## src/design/ths_pkg.sv

```systemverilog
/*
  ths_pkg: shared constants and types of the track/hold sequencer.
  Assumes a 32-bit APB register bus and a 20 MHz system clock.
*/
package ths_pkg;

  // register byte offsets
  localparam logic [7:0] THS_CTRL_ADDR   = 8'h00;
  localparam logic [7:0] THS_HCNT_ADDR   = 8'h04;
  localparam logic [7:0] THS_STAT_ADDR   = 8'h08;
  localparam logic [7:0] THS_IRQS_ADDR   = 8'h0C;
  localparam logic [7:0] THS_IRQM_ADDR   = 8'h10;

  // control register fields
  localparam int THS_CTRL_OP_LSB   = 0;
  localparam int THS_CTRL_SRC_LSB  = 2;
  localparam int THS_CTRL_SEND_LSB = 4;
  localparam int THS_CTRL_SIMPLE   = 6;

  // status register fields
  localparam int THS_STAT_HOLD   = 0;
  localparam int THS_STAT_ACTIVE = 1;
  localparam int THS_STAT_BAD    = 2;
  localparam int THS_STAT_RSV    = 3;
  localparam int THS_STAT_REM    = 8;

  // interrupt status and mask bits
  localparam int THS_IRQ_HOLD  = 0;
  localparam int THS_IRQ_TRACK = 1;
  localparam int THS_IRQ_ERR   = 2;
  localparam int THS_IRQ_W     = 3;

  // reset values
  localparam logic [6:0]  THS_CTRL_RST = 7'h00;
  localparam logic [8:0]  THS_HCNT_RST = 9'h001;
  localparam logic [2:0]  THS_IRQM_RST = 3'h0;

  // hold entry count limits
  localparam logic [8:0]  THS_HCNT_MIN = 9'h001;
  localparam logic [8:0]  THS_HCNT_MAX = 9'h100;

  // operation select, control source and forwarding encodings
  localparam logic [1:0] THS_OP_NONE   = 2'h0;
  localparam logic [1:0] THS_OP_SINGLE = 2'h1;
  localparam logic [1:0] THS_OP_SCAN   = 2'h2;
  localparam logic [1:0] THS_SRC_CNT   = 2'h0;
  localparam logic [1:0] THS_SRC_EXT   = 2'h1;
  localparam logic [1:0] THS_SRC_BUS   = 2'h2;
  localparam logic [1:0] THS_SEND_NONE = 2'h0;
  localparam logic [1:0] THS_SEND_LOC  = 2'h1;
  localparam logic [1:0] THS_SEND_BUS  = 2'h2;

  // number of synchronised pins
  localparam int THS_NSYNC = 6;

  typedef enum logic {THS_TRACK, THS_HOLD} ths_state_t;

endpackage : ths_pkg

```

## src/design/ths_sync.sv

```systemverilog
/*
  ths_sync: two-flop synchroniser for a group of pin levels.
  Assumes the inputs are asynchronous levels; only the second stage is read.
*/
module ths_sync #(
  parameter int W = 1
) (
  // clock and reset
  input  wire logic         clk_sys_i,
  input  wire logic         rst_n_i,
  // levels
  input  wire logic [W-1:0] async_i,
  output logic      [W-1:0] sync_o
);

  logic [W-1:0] meta;

  // first stage feeds only the second stage
  always_ff @(posedge clk_sys_i or negedge rst_n_i) begin
    if (!rst_n_i) begin
      meta   <= '0;
      sync_o <= '0;
    end else begin
      meta   <= async_i;
      sync_o <= meta;
    end
  end

endmodule // ths_sync

```

## src/design/ths_entry_cnt.sv

```systemverilog
/*
  ths_entry_cnt: down counter of scan-list entries still to pass in hold.
  Assumes load and dec come from logic on the same clock.
*/
module ths_entry_cnt (
  // clock and reset
  input  wire logic       clk_sys_i,
  input  wire logic       rst_n_i,
  // control
  input  wire logic       load_i,
  input  wire logic [8:0] load_val_i,
  input  wire logic       dec_i,
  // count
  output logic      [8:0] remain_o
);

  // load wins over a decrement in the same cycle
  always_ff @(posedge clk_sys_i or negedge rst_n_i) begin
    if (!rst_n_i) begin
      remain_o <= 9'h000;
    end else if (load_i) begin
      remain_o <= load_val_i;
    end else if (dec_i && remain_o != 9'h000) begin
      remain_o <= remain_o - 9'h001;
    end
  end

endmodule // ths_entry_cnt

```

## src/design/ths_top.sv

```systemverilog
/*
  ths_top: track/hold sequencer with APB registers, source selection,
  forwarding of the control signal and scan-entry hold counting.
  Assumes all pin inputs are asynchronous and a single 20 MHz clock.
*/
// Notes on behaviour
// - operation none releases counter and trigger line
// - single and scan modes follow chosen source
// - source zero: host counter drives, reserved
// - source one: external pin, counter reserved
// - scan with external pin clocks scan timer
// - source two: follow backplane trigger line
// - forward one: drive counter line and pin, except whichever of them is the source
// - forward two: drive line, second driver errors
// - operation none ignores source and forwarding
// - hold entry count accepts 1 to 256
// - single mode: low tracks, high holds
// - scan mode holds on control rising edge
// - external rising edge also starts a scan
// - track again after counted scan entries
// - simple host: track each interval, no external
// - relay works even when not in scan list
module ths_top
  import ths_pkg::*;
(
  // clock and reset
  input  wire logic        clk_sys_i,
  input  wire logic        rst_n_i,
  // apb slave
  input  wire logic        psel,
  input  wire logic        penable,
  input  wire logic        pwrite,
  input  wire logic [7:0]  paddr,
  input  wire logic [31:0] pwdata,
  output logic      [31:0] prdata,
  output logic             pready,
  output logic             pslverr,
  // host counter line
  input  wire logic        scan_counter_output_i,
  output logic             scan_counter_output_o,
  output logic             scan_counter_output_oe_o,
  output logic             counter_reserved_o,
  // external hold pin
  input  wire logic        external_hold_input_i,
  output logic             external_hold_input_o,
  output logic             external_hold_input_oe_o,
  // backplane trigger line
  input  wire logic        bus_trig_i,
  input  wire logic        bus_trig_busy_i,
  output logic             bus_trig_o,
  output logic             bus_trig_oe_o,
  // scan sequencing from the host
  input  wire logic        entry_enable_i,
  input  wire logic        scan_done_i,
  output logic             scan_clk_o,
  output logic             scan_start_o,
  // analog front end and interrupt
  output logic             hold_o,
  output logic             irq_o
);

  logic [6:0]            ctrl;
  logic [8:0]            hold_count;
  logic [THS_IRQ_W-1:0]  irq_stat;
  logic [THS_IRQ_W-1:0]  irq_mask;
  logic [THS_NSYNC-1:0]  pins;
  logic [1:0]            op;
  logic [1:0]            src;
  logic [1:0]            send;
  logic                  simple;
  logic                  cnt_s;
  logic                  ext_s;
  logic                  bus_s;
  logic                  busy_s;
  logic                  ent_s;
  logic                  done_s;
  logic                  cfg_bad;
  logic                  cfg_bad_q;
  logic                  active;
  logic                  ctl;
  logic                  ctl_q;
  logic                  ent_q;
  logic                  done_q;
  logic                  ctl_rise;
  logic                  ent_fall;
  logic                  done_rise;
  logic                  cnt_load;
  logic                  cnt_dec;
  logic [8:0]            remain;
  logic                  acc;
  logic                  wr;
  logic [THS_IRQ_W-1:0]  irq_ev;
  ths_state_t            state;
  ths_state_t            next_state;

  // every pin passes two flops before any logic sees it
  ths_sync #(
    .W (THS_NSYNC)
  ) u_sync (
    .clk_sys_i (clk_sys_i),
    .rst_n_i   (rst_n_i),
    .async_i   ({scan_done_i, entry_enable_i, bus_trig_busy_i,
                 bus_trig_i, external_hold_input_i, scan_counter_output_i}),
    .sync_o    (pins)
  );

  assign {done_s, ent_s, busy_s, bus_s, ext_s, cnt_s} = pins;

  // configuration fields
  assign op     = ctrl[THS_CTRL_OP_LSB +: 2];
  assign src    = ctrl[THS_CTRL_SRC_LSB +: 2];
  assign send   = ctrl[THS_CTRL_SEND_LSB +: 2];
  assign simple = ctrl[THS_CTRL_SIMPLE];

  // illegal combinations leave the block released; none is never bad
  always_comb begin
    cfg_bad = 1'b0;
    if (op != THS_OP_NONE) begin
      if (op == 2'h3 || src == 2'h3 || send == 2'h3) begin
        cfg_bad = 1'b1;
      end
      if (simple && src == THS_SRC_EXT) begin
        cfg_bad = 1'b1;
      end
      if (send == THS_SEND_BUS && src != THS_SRC_BUS && busy_s) begin
        cfg_bad = 1'b1;
      end
    end
  end

  assign active = (op != THS_OP_NONE) && !cfg_bad;

  // control source selection
  always_comb begin
    case (src)
      THS_SRC_CNT: ctl = cnt_s;
      THS_SRC_EXT: ctl = ext_s;
      THS_SRC_BUS: ctl = bus_s;
      default:     ctl = 1'b0;
    endcase
  end

  // edge history of the synchronised levels and of cfg_bad
  always_ff @(posedge clk_sys_i or negedge rst_n_i) begin
    if (!rst_n_i) begin
      ctl_q     <= 1'b0;
      ent_q     <= 1'b0;
      done_q    <= 1'b0;
      cfg_bad_q <= 1'b0;
    end else begin
      ctl_q     <= ctl;
      ent_q     <= ent_s;
      done_q    <= done_s;
      cfg_bad_q <= cfg_bad;
    end
  end

  assign ctl_rise  = ctl && !ctl_q;
  assign ent_fall  = !ent_s && ent_q;
  assign done_rise = done_s && !done_q;

  // track/hold decision
  always_comb begin
    next_state = THS_TRACK;
    if (active) begin
      case (op)
        THS_OP_SINGLE: begin
          next_state = ctl ? THS_HOLD : THS_TRACK;
        end
        THS_OP_SCAN: begin
          case (state)
            THS_TRACK: begin
              next_state = ctl_rise ? THS_HOLD : THS_TRACK;
            end
            THS_HOLD: begin
              next_state = THS_HOLD;
              if (simple) begin
                if (done_rise) begin
                  next_state = THS_TRACK;
                end
              end else if (ent_fall && remain == THS_HCNT_MIN) begin
                next_state = THS_TRACK;
              end
            end
            default: next_state = THS_TRACK;
          endcase
        end
        default: next_state = THS_TRACK;
      endcase
    end
  end

  // state and the hold output move together
  always_ff @(posedge clk_sys_i or negedge rst_n_i) begin
    if (!rst_n_i) begin
      state <= THS_TRACK;
      hold_o <= 1'b0;
    end else begin
      state <= next_state;
      hold_o <= (next_state == THS_HOLD);
    end
  end

  // each hold entry rearms the count of scan-list entries
  assign cnt_load = (state == THS_TRACK) && (next_state == THS_HOLD);
  assign cnt_dec  = (state == THS_HOLD) && ent_fall;

  ths_entry_cnt u_entry_cnt (
    .clk_sys_i  (clk_sys_i),
    .rst_n_i    (rst_n_i),
    .load_i     (cnt_load),
    .load_val_i (hold_count),
    .dec_i      (cnt_dec),
    .remain_o   (remain)
  );

  // forwarding of the control signal; a released pin is never driven
  always_ff @(posedge clk_sys_i or negedge rst_n_i) begin
    if (!rst_n_i) begin
      scan_counter_output_o    <= 1'b0;
      scan_counter_output_oe_o <= 1'b0;
      external_hold_input_o    <= 1'b0;
      external_hold_input_oe_o <= 1'b0;
      bus_trig_o               <= 1'b0;
      bus_trig_oe_o            <= 1'b0;
      counter_reserved_o       <= 1'b0;
    end else begin
      scan_counter_output_o    <= ctl;
      external_hold_input_o    <= ctl;
      bus_trig_o               <= ctl;
      // a source never drives back onto itself
      scan_counter_output_oe_o <= active && send == THS_SEND_LOC && src != THS_SRC_CNT;
      external_hold_input_oe_o <= active && send == THS_SEND_LOC && src != THS_SRC_EXT;
      bus_trig_oe_o            <= active && send == THS_SEND_BUS && src != THS_SRC_BUS;
      // counter is claimed whenever its line carries our signal
      counter_reserved_o       <= active && (src != THS_SRC_BUS || send == THS_SEND_LOC);
    end
  end

  // scan timer clock and scan start, independent of scan-list presence
  always_ff @(posedge clk_sys_i or negedge rst_n_i) begin
    if (!rst_n_i) begin
      scan_clk_o   <= 1'b0;
      scan_start_o <= 1'b0;
    end else begin
      scan_clk_o   <= active && op == THS_OP_SCAN && src != THS_SRC_CNT && ctl;
      scan_start_o <= active && op == THS_OP_SCAN && src == THS_SRC_EXT && ctl_rise;
    end
  end

  // apb: answer comes one cycle into the access phase
  assign acc = psel && penable && !pready;
  assign wr  = psel && penable && pready && pwrite;

  always_ff @(posedge clk_sys_i or negedge rst_n_i) begin
    if (!rst_n_i) begin
      pready  <= 1'b0;
      pslverr <= 1'b0;
      prdata  <= 32'h00000000;
    end else begin
      pready  <= acc;
      pslverr <= 1'b0;
      if (acc) begin
        prdata <= 32'h00000000;
        case (paddr)
          THS_CTRL_ADDR: prdata[6:0] <= ctrl;
          THS_HCNT_ADDR: prdata[8:0] <= hold_count;
          THS_STAT_ADDR: begin
            prdata[THS_STAT_HOLD]       <= hold_o;
            prdata[THS_STAT_ACTIVE]     <= active;
            prdata[THS_STAT_BAD]        <= cfg_bad;
            prdata[THS_STAT_RSV]        <= counter_reserved_o;
            prdata[THS_STAT_REM +: 9]   <= remain;
          end
          THS_IRQS_ADDR: prdata[THS_IRQ_W-1:0] <= irq_stat;
          THS_IRQM_ADDR: prdata[THS_IRQ_W-1:0] <= irq_mask;
          default:       pslverr <= 1'b1; // unmapped reads zero with error
        endcase
      end
    end
  end

  // writable registers; out of range counts are dropped, old value kept
  always_ff @(posedge clk_sys_i or negedge rst_n_i) begin
    if (!rst_n_i) begin
      ctrl       <= THS_CTRL_RST;
      hold_count <= THS_HCNT_RST;
      irq_mask   <= THS_IRQM_RST;
    end else if (wr) begin
      case (paddr)
        THS_CTRL_ADDR: ctrl <= pwdata[6:0];
        THS_HCNT_ADDR: begin
          if (pwdata[31:9] == 23'h000000 && pwdata[8:0] >= THS_HCNT_MIN
              && pwdata[8:0] <= THS_HCNT_MAX) begin
            hold_count <= pwdata[8:0];
          end
        end
        THS_IRQM_ADDR: irq_mask <= pwdata[THS_IRQ_W-1:0];
        default: ;
      endcase
    end
  end

  // sticky events: a set in the clearing cycle wins
  always_comb begin
    irq_ev = '0;
    irq_ev[THS_IRQ_HOLD]  = (state == THS_TRACK) && (next_state == THS_HOLD);
    irq_ev[THS_IRQ_TRACK] = (state == THS_HOLD) && (next_state == THS_TRACK);
    irq_ev[THS_IRQ_ERR]   = cfg_bad && !cfg_bad_q;
  end

  always_ff @(posedge clk_sys_i or negedge rst_n_i) begin
    if (!rst_n_i) begin
      irq_stat <= '0;
      irq_o    <= 1'b0;
    end else begin
      if (wr && paddr == THS_IRQS_ADDR) begin
        irq_stat <= (irq_stat & ~pwdata[THS_IRQ_W-1:0]) | irq_ev;
      end else begin
        irq_stat <= irq_stat | irq_ev;
      end
      irq_o <= |((irq_stat | irq_ev) & irq_mask);
    end
  end

  // checks next to the logic they guard
  property p_release;
    @(posedge clk_sys_i) disable iff (!rst_n_i)
    op == THS_OP_NONE |=> !hold_o && !bus_trig_oe_o && !counter_reserved_o
      && !scan_counter_output_oe_o && !external_hold_input_oe_o;
  endproperty
  a_release: assert property (p_release) else $error("outputs not released");

  property p_single_level;
    @(posedge clk_sys_i) disable iff (!rst_n_i)
    active && op == THS_OP_SINGLE |=> hold_o == $past(ctl);
  endproperty
  a_single_level: assert property (p_single_level) else $error("hold not level");

  property p_scan_enter;
    @(posedge clk_sys_i) disable iff (!rst_n_i)
    active && op == THS_OP_SCAN && state == THS_TRACK && ctl_rise
      |=> hold_o && remain == $past(hold_count);
  endproperty
  a_scan_enter: assert property (p_scan_enter) else $error("no hold on edge");

  property p_fwd_local;
    @(posedge clk_sys_i) disable iff (!rst_n_i)
    active && send == THS_SEND_LOC && src == THS_SRC_BUS |=> scan_counter_output_oe_o
      && external_hold_input_oe_o && external_hold_input_o == $past(ctl);
  endproperty
  a_fwd_local: assert property (p_fwd_local) else $error("local forward missing");

  property p_one_driver;
    @(posedge clk_sys_i) disable iff (!rst_n_i)
    op != THS_OP_NONE && send == THS_SEND_BUS && src != THS_SRC_BUS && busy_s
      |=> !bus_trig_oe_o && (irq_stat[THS_IRQ_ERR] || $past(cfg_bad_q)); // cleared only if old
  endproperty
  a_one_driver: assert property (p_one_driver) else $error("second bus driver");

  property p_count_track;
    @(posedge clk_sys_i) disable iff (!rst_n_i)
    active && op == THS_OP_SCAN && !simple && state == THS_HOLD && ent_fall
      && remain == THS_HCNT_MIN |=> !hold_o ##1 !hold_o || $past(ctl_rise);
  endproperty
  a_count_track: assert property (p_count_track) else $error("no track after count");

  property p_simple_ext;
    @(posedge clk_sys_i) disable iff (!rst_n_i)
    op != THS_OP_NONE && simple && src == THS_SRC_EXT |=> !hold_o && !counter_reserved_o;
  endproperty
  a_simple_ext: assert property (p_simple_ext) else $error("external on simple host");

  property p_scan_start;
    @(posedge clk_sys_i) disable iff (!rst_n_i)
    active && op == THS_OP_SCAN && src == THS_SRC_EXT && ctl_rise
      |=> scan_start_o && scan_clk_o ##1 !scan_start_o;
  endproperty
  a_scan_start: assert property (p_scan_start) else $error("scan start missing");

endmodule // ths_top

```

## config.mk

```make
export PLATFORM = sky130hd
export DESIGN_NAME = ths_top
export DESIGN_NICKNAME = d
export VERILOG_FILES = /design/src/design/ths_pkg.sv /design/src/design/ths_sync.sv /design/src/design/ths_entry_cnt.sv /design/src/design/ths_top.sv
export SDC_FILE = /design/constraint.sdc
export NUM_CORES = 1
export LEC_CHECK = 0
export BUFFER_PORTS_ARGS = -buffer_cell sky130_fd_sc_hd__buf_4
export CAP_MARGIN = 0
export CORE_UTILIZATION = 53
export DETAILED_ROUTE_END_ITERATION = 7
export GPL_TIMING_DRIVEN = 1
export HOLD_SLACK_MARGIN = 0.03
export PLACE_DENSITY = 0.9
export SYNTH_ARGS = -nofsm -noshare
export SYNTH_HDL_FRONTEND = slang
export SYNTH_HIERARCHICAL = 1
export SYNTH_SLANG_ARGS = --single-unit
```

## constraint.sdc

```tcl
create_clock -name clk_sys_i -period 2.36 [get_ports clk_sys_i]
set_input_delay 0.472 -clock clk_sys_i [delete_from_list [all_inputs] [get_ports clk_sys_i]]
set_output_delay 0.472 -clock clk_sys_i [all_outputs]
set_load 0.01 [all_outputs]
```

==> results.md, run 1 <==
- Post-synthesis sequential element count: 74
- Max Clock Freq: 0.456 GHz
- Run status: complete, but fails checks
- Die Wd: 84.2 um
- Post-place instance area: 0.00430 mm^2
- Initial standard-cell utilization of the core: 55.8%
- Path type of the worst min-delay path: primary input to register
- CP Data Arrival Time: 2.48 ns
- Ys Warns: 6
- Max-cap check violation count: 0
- Final HPWL from detailed placement: 6480 um
- Largest net degree at the start of global routing: 75
- H-Tree Level Count: 3
- Total via count in the routed design: 3026
- Post-Route Hold Slack: 0.224 ns
- Global-route congestion overflow total: 0
- Instance count of the mapped netlist: 329
- Post-route fraction of the period consumed by the critical path: 92.9%
- Final Worst Setup Slack: 0.167 ns
- Quantity of I/O buffers inserted on ports: 80
- Finish-stage setup viols: 0
- Worst-path clk slew: 0.08 ns
- Layout Nets: 482
- Post-CTS Hold Fix Bufs: 0
- Worst-Skew Late Latency: 0.35 ns
- Commonest cells after routing, fill and taps aside: buf_4 (96), dfrtp_1 (73), nand2_1 (21)
- EDFF count, synth: 0
- Depth of the most critical reg-to-reg path: 6
- Chip Height: 84.2 um
- Number of iterations in the first detailed-routing pass: 7
- Async set-reset flop share out of synthesis: 100%
- Min-Delay Startpoint: bus_trig_i
- Leakage power figure: 2.21 nW
- Worst vdd ir: 429 uV
- Sequential element share of the synthesized area: 51.7%
- Overall power consumption: 2.39 mW
- Startpoint of the most critical register-to-register path: ctrl[3]
- Pins Over Slew Limit: 0
- CP Data Required Time: 2.64 ns
- Min Tclk post-route: 2.19 ns
- Worst Skew: 0.00784 ns
- Detailed router's first-iteration violation count: 296
- Max-slew headroom: 38.6%
- Cell variety after synth: 66
- DRC violation count after routing: 26
- Syn avg cell area: 10.9 um^2
- Site row count: 29
- Power per unit of standard cell area: 535 mW/mm^2
- Worst reg2reg setup slack: 0.17 ns
- Wire length of the first global-routing pass: 14400 um
- Buffer cell driving the clock tree root: clkbuf_8
- Post-detailed-route count of antenna-violating nets: 0
- Final Cell Area: 0.00447 mm^2
- Number of ports placed on the die boundary: 96
- Ratio of cells with drive above 1 in the final layout: 34.1%
- Antenna violations before repair: 0
- Total negative slack for setup checks: 0 ns
- Kind of start point of the critical path: register
- Worst hold stages: 1
- Count of fill cells added during filler insertion: 486
- Post-synth design cell area: 0.00358 mm^2
- Synth-to-layout area growth: 24.8%
- Crit Path Class: register to register
- Clock tree buffer depth: 2
- RSZ-0062 raised after global routing: no
- Die outline area: 0.00709 mm^2
- Antenna fix cells: 0
- Ratio of routed vias to standard cells: 5.96
- Wire length after detailed routing: 8890 um
- CTS tree: done
- Number of clock sinks seen by CTS: 74
- Violated checks: design-rule violations
- Leading cell type in the layout, fill and taps excluded: buf_4
- Ys flop type: dfrtp_1
- Global-route total usage across every layer: 26.3%
- Num CTS Buffers: 9
- Mean routed wirelength per cell: 17.5 um
- Least-Margin Pin Slew: 0.922 ns
- Worst r2r dst: u_entry_cnt/remain_o[6]
- Standard cell core area: 0.00642 mm^2
- Biggest fanout along the worst timing path: 11
- Hold Path Sink: u_sync/meta[2]
- Post-placement setup slack: -0.134 ns
- Routability Congestion: 0.862
- Worst setup EP type: register
- Number of endpoints with negative hold slack in the final report: 0
- Vias in the first global route: 2953
==> worst max-delay path, cell delays in order (launching register included) <==
cell and delay (ns):
dfrtp_1 0.37, nor2b_1 0.14, nor4bb_1 0.49, nor3_1 0.14, and3_2 0.33, or4_1 0.56
nand3_1 0.10
==> cell type report <==
cell class	instances	area, um^2	area share [%]
well taps	77	96.3	2.16
clock inverters	6	43.8	0.980
inverters	14	52.6	1.18
flip-flops and latches	74	1850	41.4
multi-input cells	231	1580	35.3
repair buffers	96	721	16.1
clock buffers	10	128	2.85
==> cell families (layout without fill, tap and decap cells) <==
group	after synthesis	in the layout	synth area share, %
AO/OA/AOI/OAI	74	74	15.1
buffers and inverters	38	126	5.80
other	1	15	0.105
flip-flops	74	74	51.7
multiplexers	21	21	6.49
AND/OR/NAND/NOR	116	116	19.0
adder cells (fa/ha/maj)	5	5	1.75
==> repair_timing <==
item	in CTS	in global routing
setup buffers	0	0
endpoints found under the setup margin	0	9
gates resized for setup	0	1
==> how the worst max path moves through the flow <==
stage	slack (ns)	end	from
global placement	-0.08	hold_count[2]	paddr[1]
finish	0.17	u_entry_cnt/remain_o[6]	ctrl[3]
global route	0.05	u_entry_cnt/remain_o[5]	ctrl[3]
floorplan	0.09	hold_count[1]	paddr[1]
CTS	0.11	u_entry_cnt/remain_o[5]	ctrl[3]
detailed placement	-0.13	hold_count[3]	paddr[1]
==> report_power, final <==
| part | total [mW] | internal, mW | switching (mW) |
|---|---|---|---|
| Sequential | 1.31 | 1.30 | 0.0151 |
| Clock | 0.863 | 0.383 | 0.480 |
| Combinational | 0.217 | 0.102 | 0.115 |
==> Yosys cell counts (all sizes together), types with 8 or more instances <==
cell type  count  share of area [%]
a22o           8                2.0
nor4          10                1.7
a21oi         12                1.7
nor2          21                2.4
inv           13                1.4
dfrtp         73                 51
o21ai          9                1.4
nor2b         11                1.9
mux2          18                5.7
buf           18                3.7
nor3          10                1.9
nand2         21                2.2
==> layer usage <==
layer | global-route usage [%] | wire (um)
met1 | 35.1 | 3830
met3 | 5.70 | 606
met4 | 10.2 | 189
met2 | 42.4 | 4260
met5 | 0 | 0
==> flip-flops by register name, summed over array words and instances (netlist names), 3 cells and up <==
signal	flops
u_sync/sync_o	6
irq_stat	3
hold_count	9
u_entry_cnt/remain_o	9
irq_mask	3
prdata	17
ctrl	7
u_sync/meta	6
==> stage by stage <==
step	utilization, %	cells
after floorplan	-	343
after global placement	66.9	492
after detailed placement	66.9	492
after CTS	69.6	508
after global routing	69.6	508
final	69.6	508
(Power assumes the default switching activity.)
==> inputs of run 2 (changes only) <==
==> constraint.sdc (replaced) <==
create_clock -name clk_sys_i -period 2.39 [get_ports clk_sys_i]
set_input_delay 0.478 -clock clk_sys_i [delete_from_list [all_inputs] [get_ports clk_sys_i]]
set_output_delay 0.478 -clock clk_sys_i [all_outputs]
set_load 0.01 [all_outputs]
==> run 2 against run 1 <==
The flow still finishes with violations (design-rule violations). Design area increased by 1.6%. Setup slack got worse by 0.0066 ns. Highest routed layer unchanged. Core utilization increased by 1.1 points.
==> results.md, run 2 (synthesis results as in run 1) <==
- Int Pwr: 1.87 mW (was 1.78 mW)
- Worst setup EP type: register (unchanged)
- Critical Path Start: ctrl[0] (was ctrl[3])
- Post-place instance area: 0.00434 mm^2 (was 0.00430 mm^2)
- Biggest fanout along the worst timing path: 6 (was 11)
- Initial standard-cell utilization of the core: 55.8% (unchanged)
- Chip Height: 84.2 um (unchanged)
- Number of clock sinks seen by CTS: 74 (unchanged)
- Largest registers ranked by flip-flop count: prdata x17, hold_count x9, u_entry_cnt/remain_o x9 (unchanged)
- Setup Buffers After CTS: 0 (unchanged)
- Num CTS Buffers: 9 (unchanged)
- Number of endpoints with negative hold slack in the final report: 0 (unchanged)
- Register with the most flip-flops: prdata (unchanged)
- Combinational share of power: 8.8% (was 9.1%)
- Ratio of cells with drive above 1 in the final layout: 34.9% (was 34.1%)
- Violated checks: design-rule violations (unchanged)
- Number of ports placed on the die boundary: 96 (unchanged)
- Clock tree buffer depth: 2 (unchanged)
- Core utilization of the finished layout: 70.7% (was 69.6%)
- Finish-stage setup viols: 0 (unchanged)
- Worst-path cell with the longest stage delay: or3_2 (was or4_1)
- Leading cell type in the layout, fill and taps excluded: buf_4 (unchanged)
- Part of the power in registers: 52.4% (was 54.9%)
- Die outline area: 0.00709 mm^2 (unchanged)
- Wire length of the first global-routing pass: 14800 um (was 14400 um)
- Run status: complete, but fails checks (unchanged)
- CP Data Arrival Time: 2.50 ns (was 2.48 ns)
- Worst Skew: 0.00684 ns (was 0.00784 ns)
- Post-detailed-route count of antenna-violating nets: 0 (unchanged)
- Startpoint of the most critical register-to-register path: ctrl[0] (was ctrl[3])
- Sw frac: 24.4% (was 25.5%)
- Layout Nets: 486 (was 482)
- Commonest cells after routing, fill and taps aside: buf_4 (99), dfrtp_1 (72), nand2_1 (21) (was buf_4 (96), dfrtp_1 (73), nand2_1 (21))
- Post-route fraction of the period consumed by the critical path: 93.3% (was 92.9%)
- Max Clock Freq: 0.448 GHz (was 0.456 GHz)
- Sw power: 0.604 mW (was 0.609 mW)
- Routed wire length on met3: 694 um (was 606 um)
- Highest cell delay on the worst timing path: 0.47 ns (was 0.56 ns)
- Site row count: 29 (unchanged)
- DRC violation count after routing: 27 (was 26)
- Crit Path Class: register to register (unchanged)
- Wire length after detailed routing: 9070 um (was 8890 um)
- Max-cap check violation count: 0 (unchanged)
- Largest net degree at the start of global routing: 41 (was 75)
- Max-slew headroom: 56.0% (was 38.6%)
- Worst vdd ir: 610 uV (was 429 uV)
- Top Layer Used: met4 (unchanged)
- CP Data Required Time: 2.66 ns (was 2.64 ns)
- H-Tree Level Count: 3 (unchanged)
- Buffer cell driving the clock tree root: clkbuf_8 (unchanged)
- RSZ-0062 raised after global routing: no (unchanged)
- Leakage power figure: 2.24 nW (was 2.21 nW)
- Antenna fix cells: 0 (unchanged)
- Worst-path clk slew: 0.08 ns (about the same)
- Routability Congestion: 0.857 (was 0.862)
- Path type of the worst min-delay path: primary input to async pin (was primary input to register)
- Number of iterations in the first detailed-routing pass: 8 (was 7)
- Power per unit of standard cell area: 545 mW/mm^2 (was 535 mW/mm^2)
- Total via count in the routed design: 3062 (was 3026)
- CP cell instances: inv_1 > ha_1 > nor2b_1 > nor2_1 > nor3_1 > and3_1 > buf_4 > or3_2 > o211ai_1 (was nor2b_1 > nor4bb_1 > nor3_1 > and3_2 > or4_1 > nand3_1)
- Synth-to-layout area growth: 26.7% (was 24.8%)
- Vias in the first global route: 3066 (was 2953)
- Count of fill cells added during filler insertion: 459 (was 486)
- Post-Route Hold Slack: 0.0772 ns (was 0.224 ns)
- Routed length on met2: 4420 um (was 4260 um)
- Mean routed wirelength per cell: 17.7 um (was 17.5 um)
- Global-route congestion overflow total: 0 (unchanged)
- Worst-Skew Late Latency: 0.35 ns (about the same)
- CTS tree: done (unchanged)
- Global-route total usage across every layer: 27.3% (was 26.3%)
- Post-Route M1 WL: 3760 um (was 3830 um)
- Quantity of I/O buffers inserted on ports: 80 (unchanged)
- Die Wd: 84.2 um (unchanged)
- Least-Margin Pin Slew: 0.655 ns (was 0.922 ns)
- Final HPWL from detailed placement: 6640 um (was 6480 um)
- Standard cell core area: 0.00642 mm^2 (unchanged)
- Kind of start point of the critical path: register (unchanged)
- Antenna violations before repair: 0 (unchanged)
- Pins Over Slew Limit: 0 (unchanged)
- Detailed router's first-iteration violation count: 331 (was 296)
- Flip-flop count of the largest register, all copies and words added: 17 (unchanged)
- Portion of total power attributed to the clock network: 38.8% (was 36.1%)
- Min Tclk post-route: 2.23 ns (was 2.19 ns)
- Final Cell Area: 0.00454 mm^2 (was 0.00447 mm^2)
- Ratio of routed vias to standard cells: 5.98 (was 5.96)
## run 2: cell types whose count changed in the layout (fill, tap and decap cells not counted)
cell        previous run  this run
and3_1                 3         4
and3_2                 1         0
buf_12                 0         1
buf_4                 96        99
bufinv_16              0         1
clkinv_2               2         1
clkinv_4               3         0
clkinvlp_4             1         3
dfrtp_1               73        72
dfrtp_2                0         1
inv_6                  0         1
nor4bb_1               2         1
nor4bb_2               0         1
## run 2: repair_timing
| item | 4_1_cts | 5_1_grt |
|---|---|---|
| hold buffers | 0 | 0 |
| resized for setup | 0 | 2 |
| setup endpoints to repair | 0 | 2 |
## run 2: worst paths after layout
path,to,slack (ns),cells after the start
max,u_entry_cnt/remain_o[5],0.16,9
min,u_entry_cnt/remain_o[7],0.08,1
max reg2reg,u_entry_cnt/remain_o[5],0.16,9
min reg2reg,u_sync/sync_o[4],0.35,0
max in group asynchronous,hold_count[0],1.70,2
min in group clk_sys_i,u_sync/meta[4],0.23,1
## run 2: cell type report
| cell class | count | area, um^2 | share of cell area (%) |
|---|---|---|---|
| sequential | 74 | 1850 | 40.8 |
| multi-input combinational | 231 | 1580 | 34.8 |
| timing repair buffer | 100 | 763 | 16.8 |
| clock buffer | 10 | 128 | 2.81 |
| tap | 77 | 96.3 | 2.12 |
| clock inverter | 6 | 66.3 | 1.46 |
| inverter | 14 | 52.6 | 1.16 |
## run 2: critical path, delay by kind of cell, from the launching register on
kind                       cells  cell delay, ns
buffers and inverters          2            0.27
and+or+nand+nor                5            1.05
AOI/OAI and AO/OA              1            0.16
DFF                            1            0.44
adders and majority gates      1            0.23
## run 2: per-stage QoR
step | worst slack, ns | setup TNS [ns] | cells | power, mW
2_1_floorplan | 0.114 | 0 | 343 | 1.41
3_3_place_gp | -0.0557 | -0.400 | 496 | 1.53
3_5_place_dp | -0.138 | -1.16 | 496 | 1.54
4_1_cts | 0.0497 | 0 | 512 | 2.50
5_1_grt | 0.0192 | 0 | 512 | 2.58
6_report | 0.160 | 0 | 512 | 2.47
## run 2: power by group through the flow
| stage | registers, mW | logic (mW) | clock network (mW) |
|---|---|---|---|
| 2_1_floorplan | 1.33 | 0.0817 | 0 |
| 3_3_place_gp | 1.32 | 0.211 | 0 |
| 3_5_place_dp | 1.32 | 0.217 | 0 |
| 4_1_cts | 1.30 | 0.218 | 0.982 |
| 5_1_grt | 1.30 | 0.236 | 1.04 |
| 6_report | 1.30 | 0.217 | 0.960 |
## run 2: layer usage
metal | vias to the layer above | GRT usage (%)
met5 | - | 0
met2 | 162 | 44.9
met3 | 23 | 6.19
li1 | 1389 | -
met4 | 0 | 11.4
met1 | 1488 | 35.2
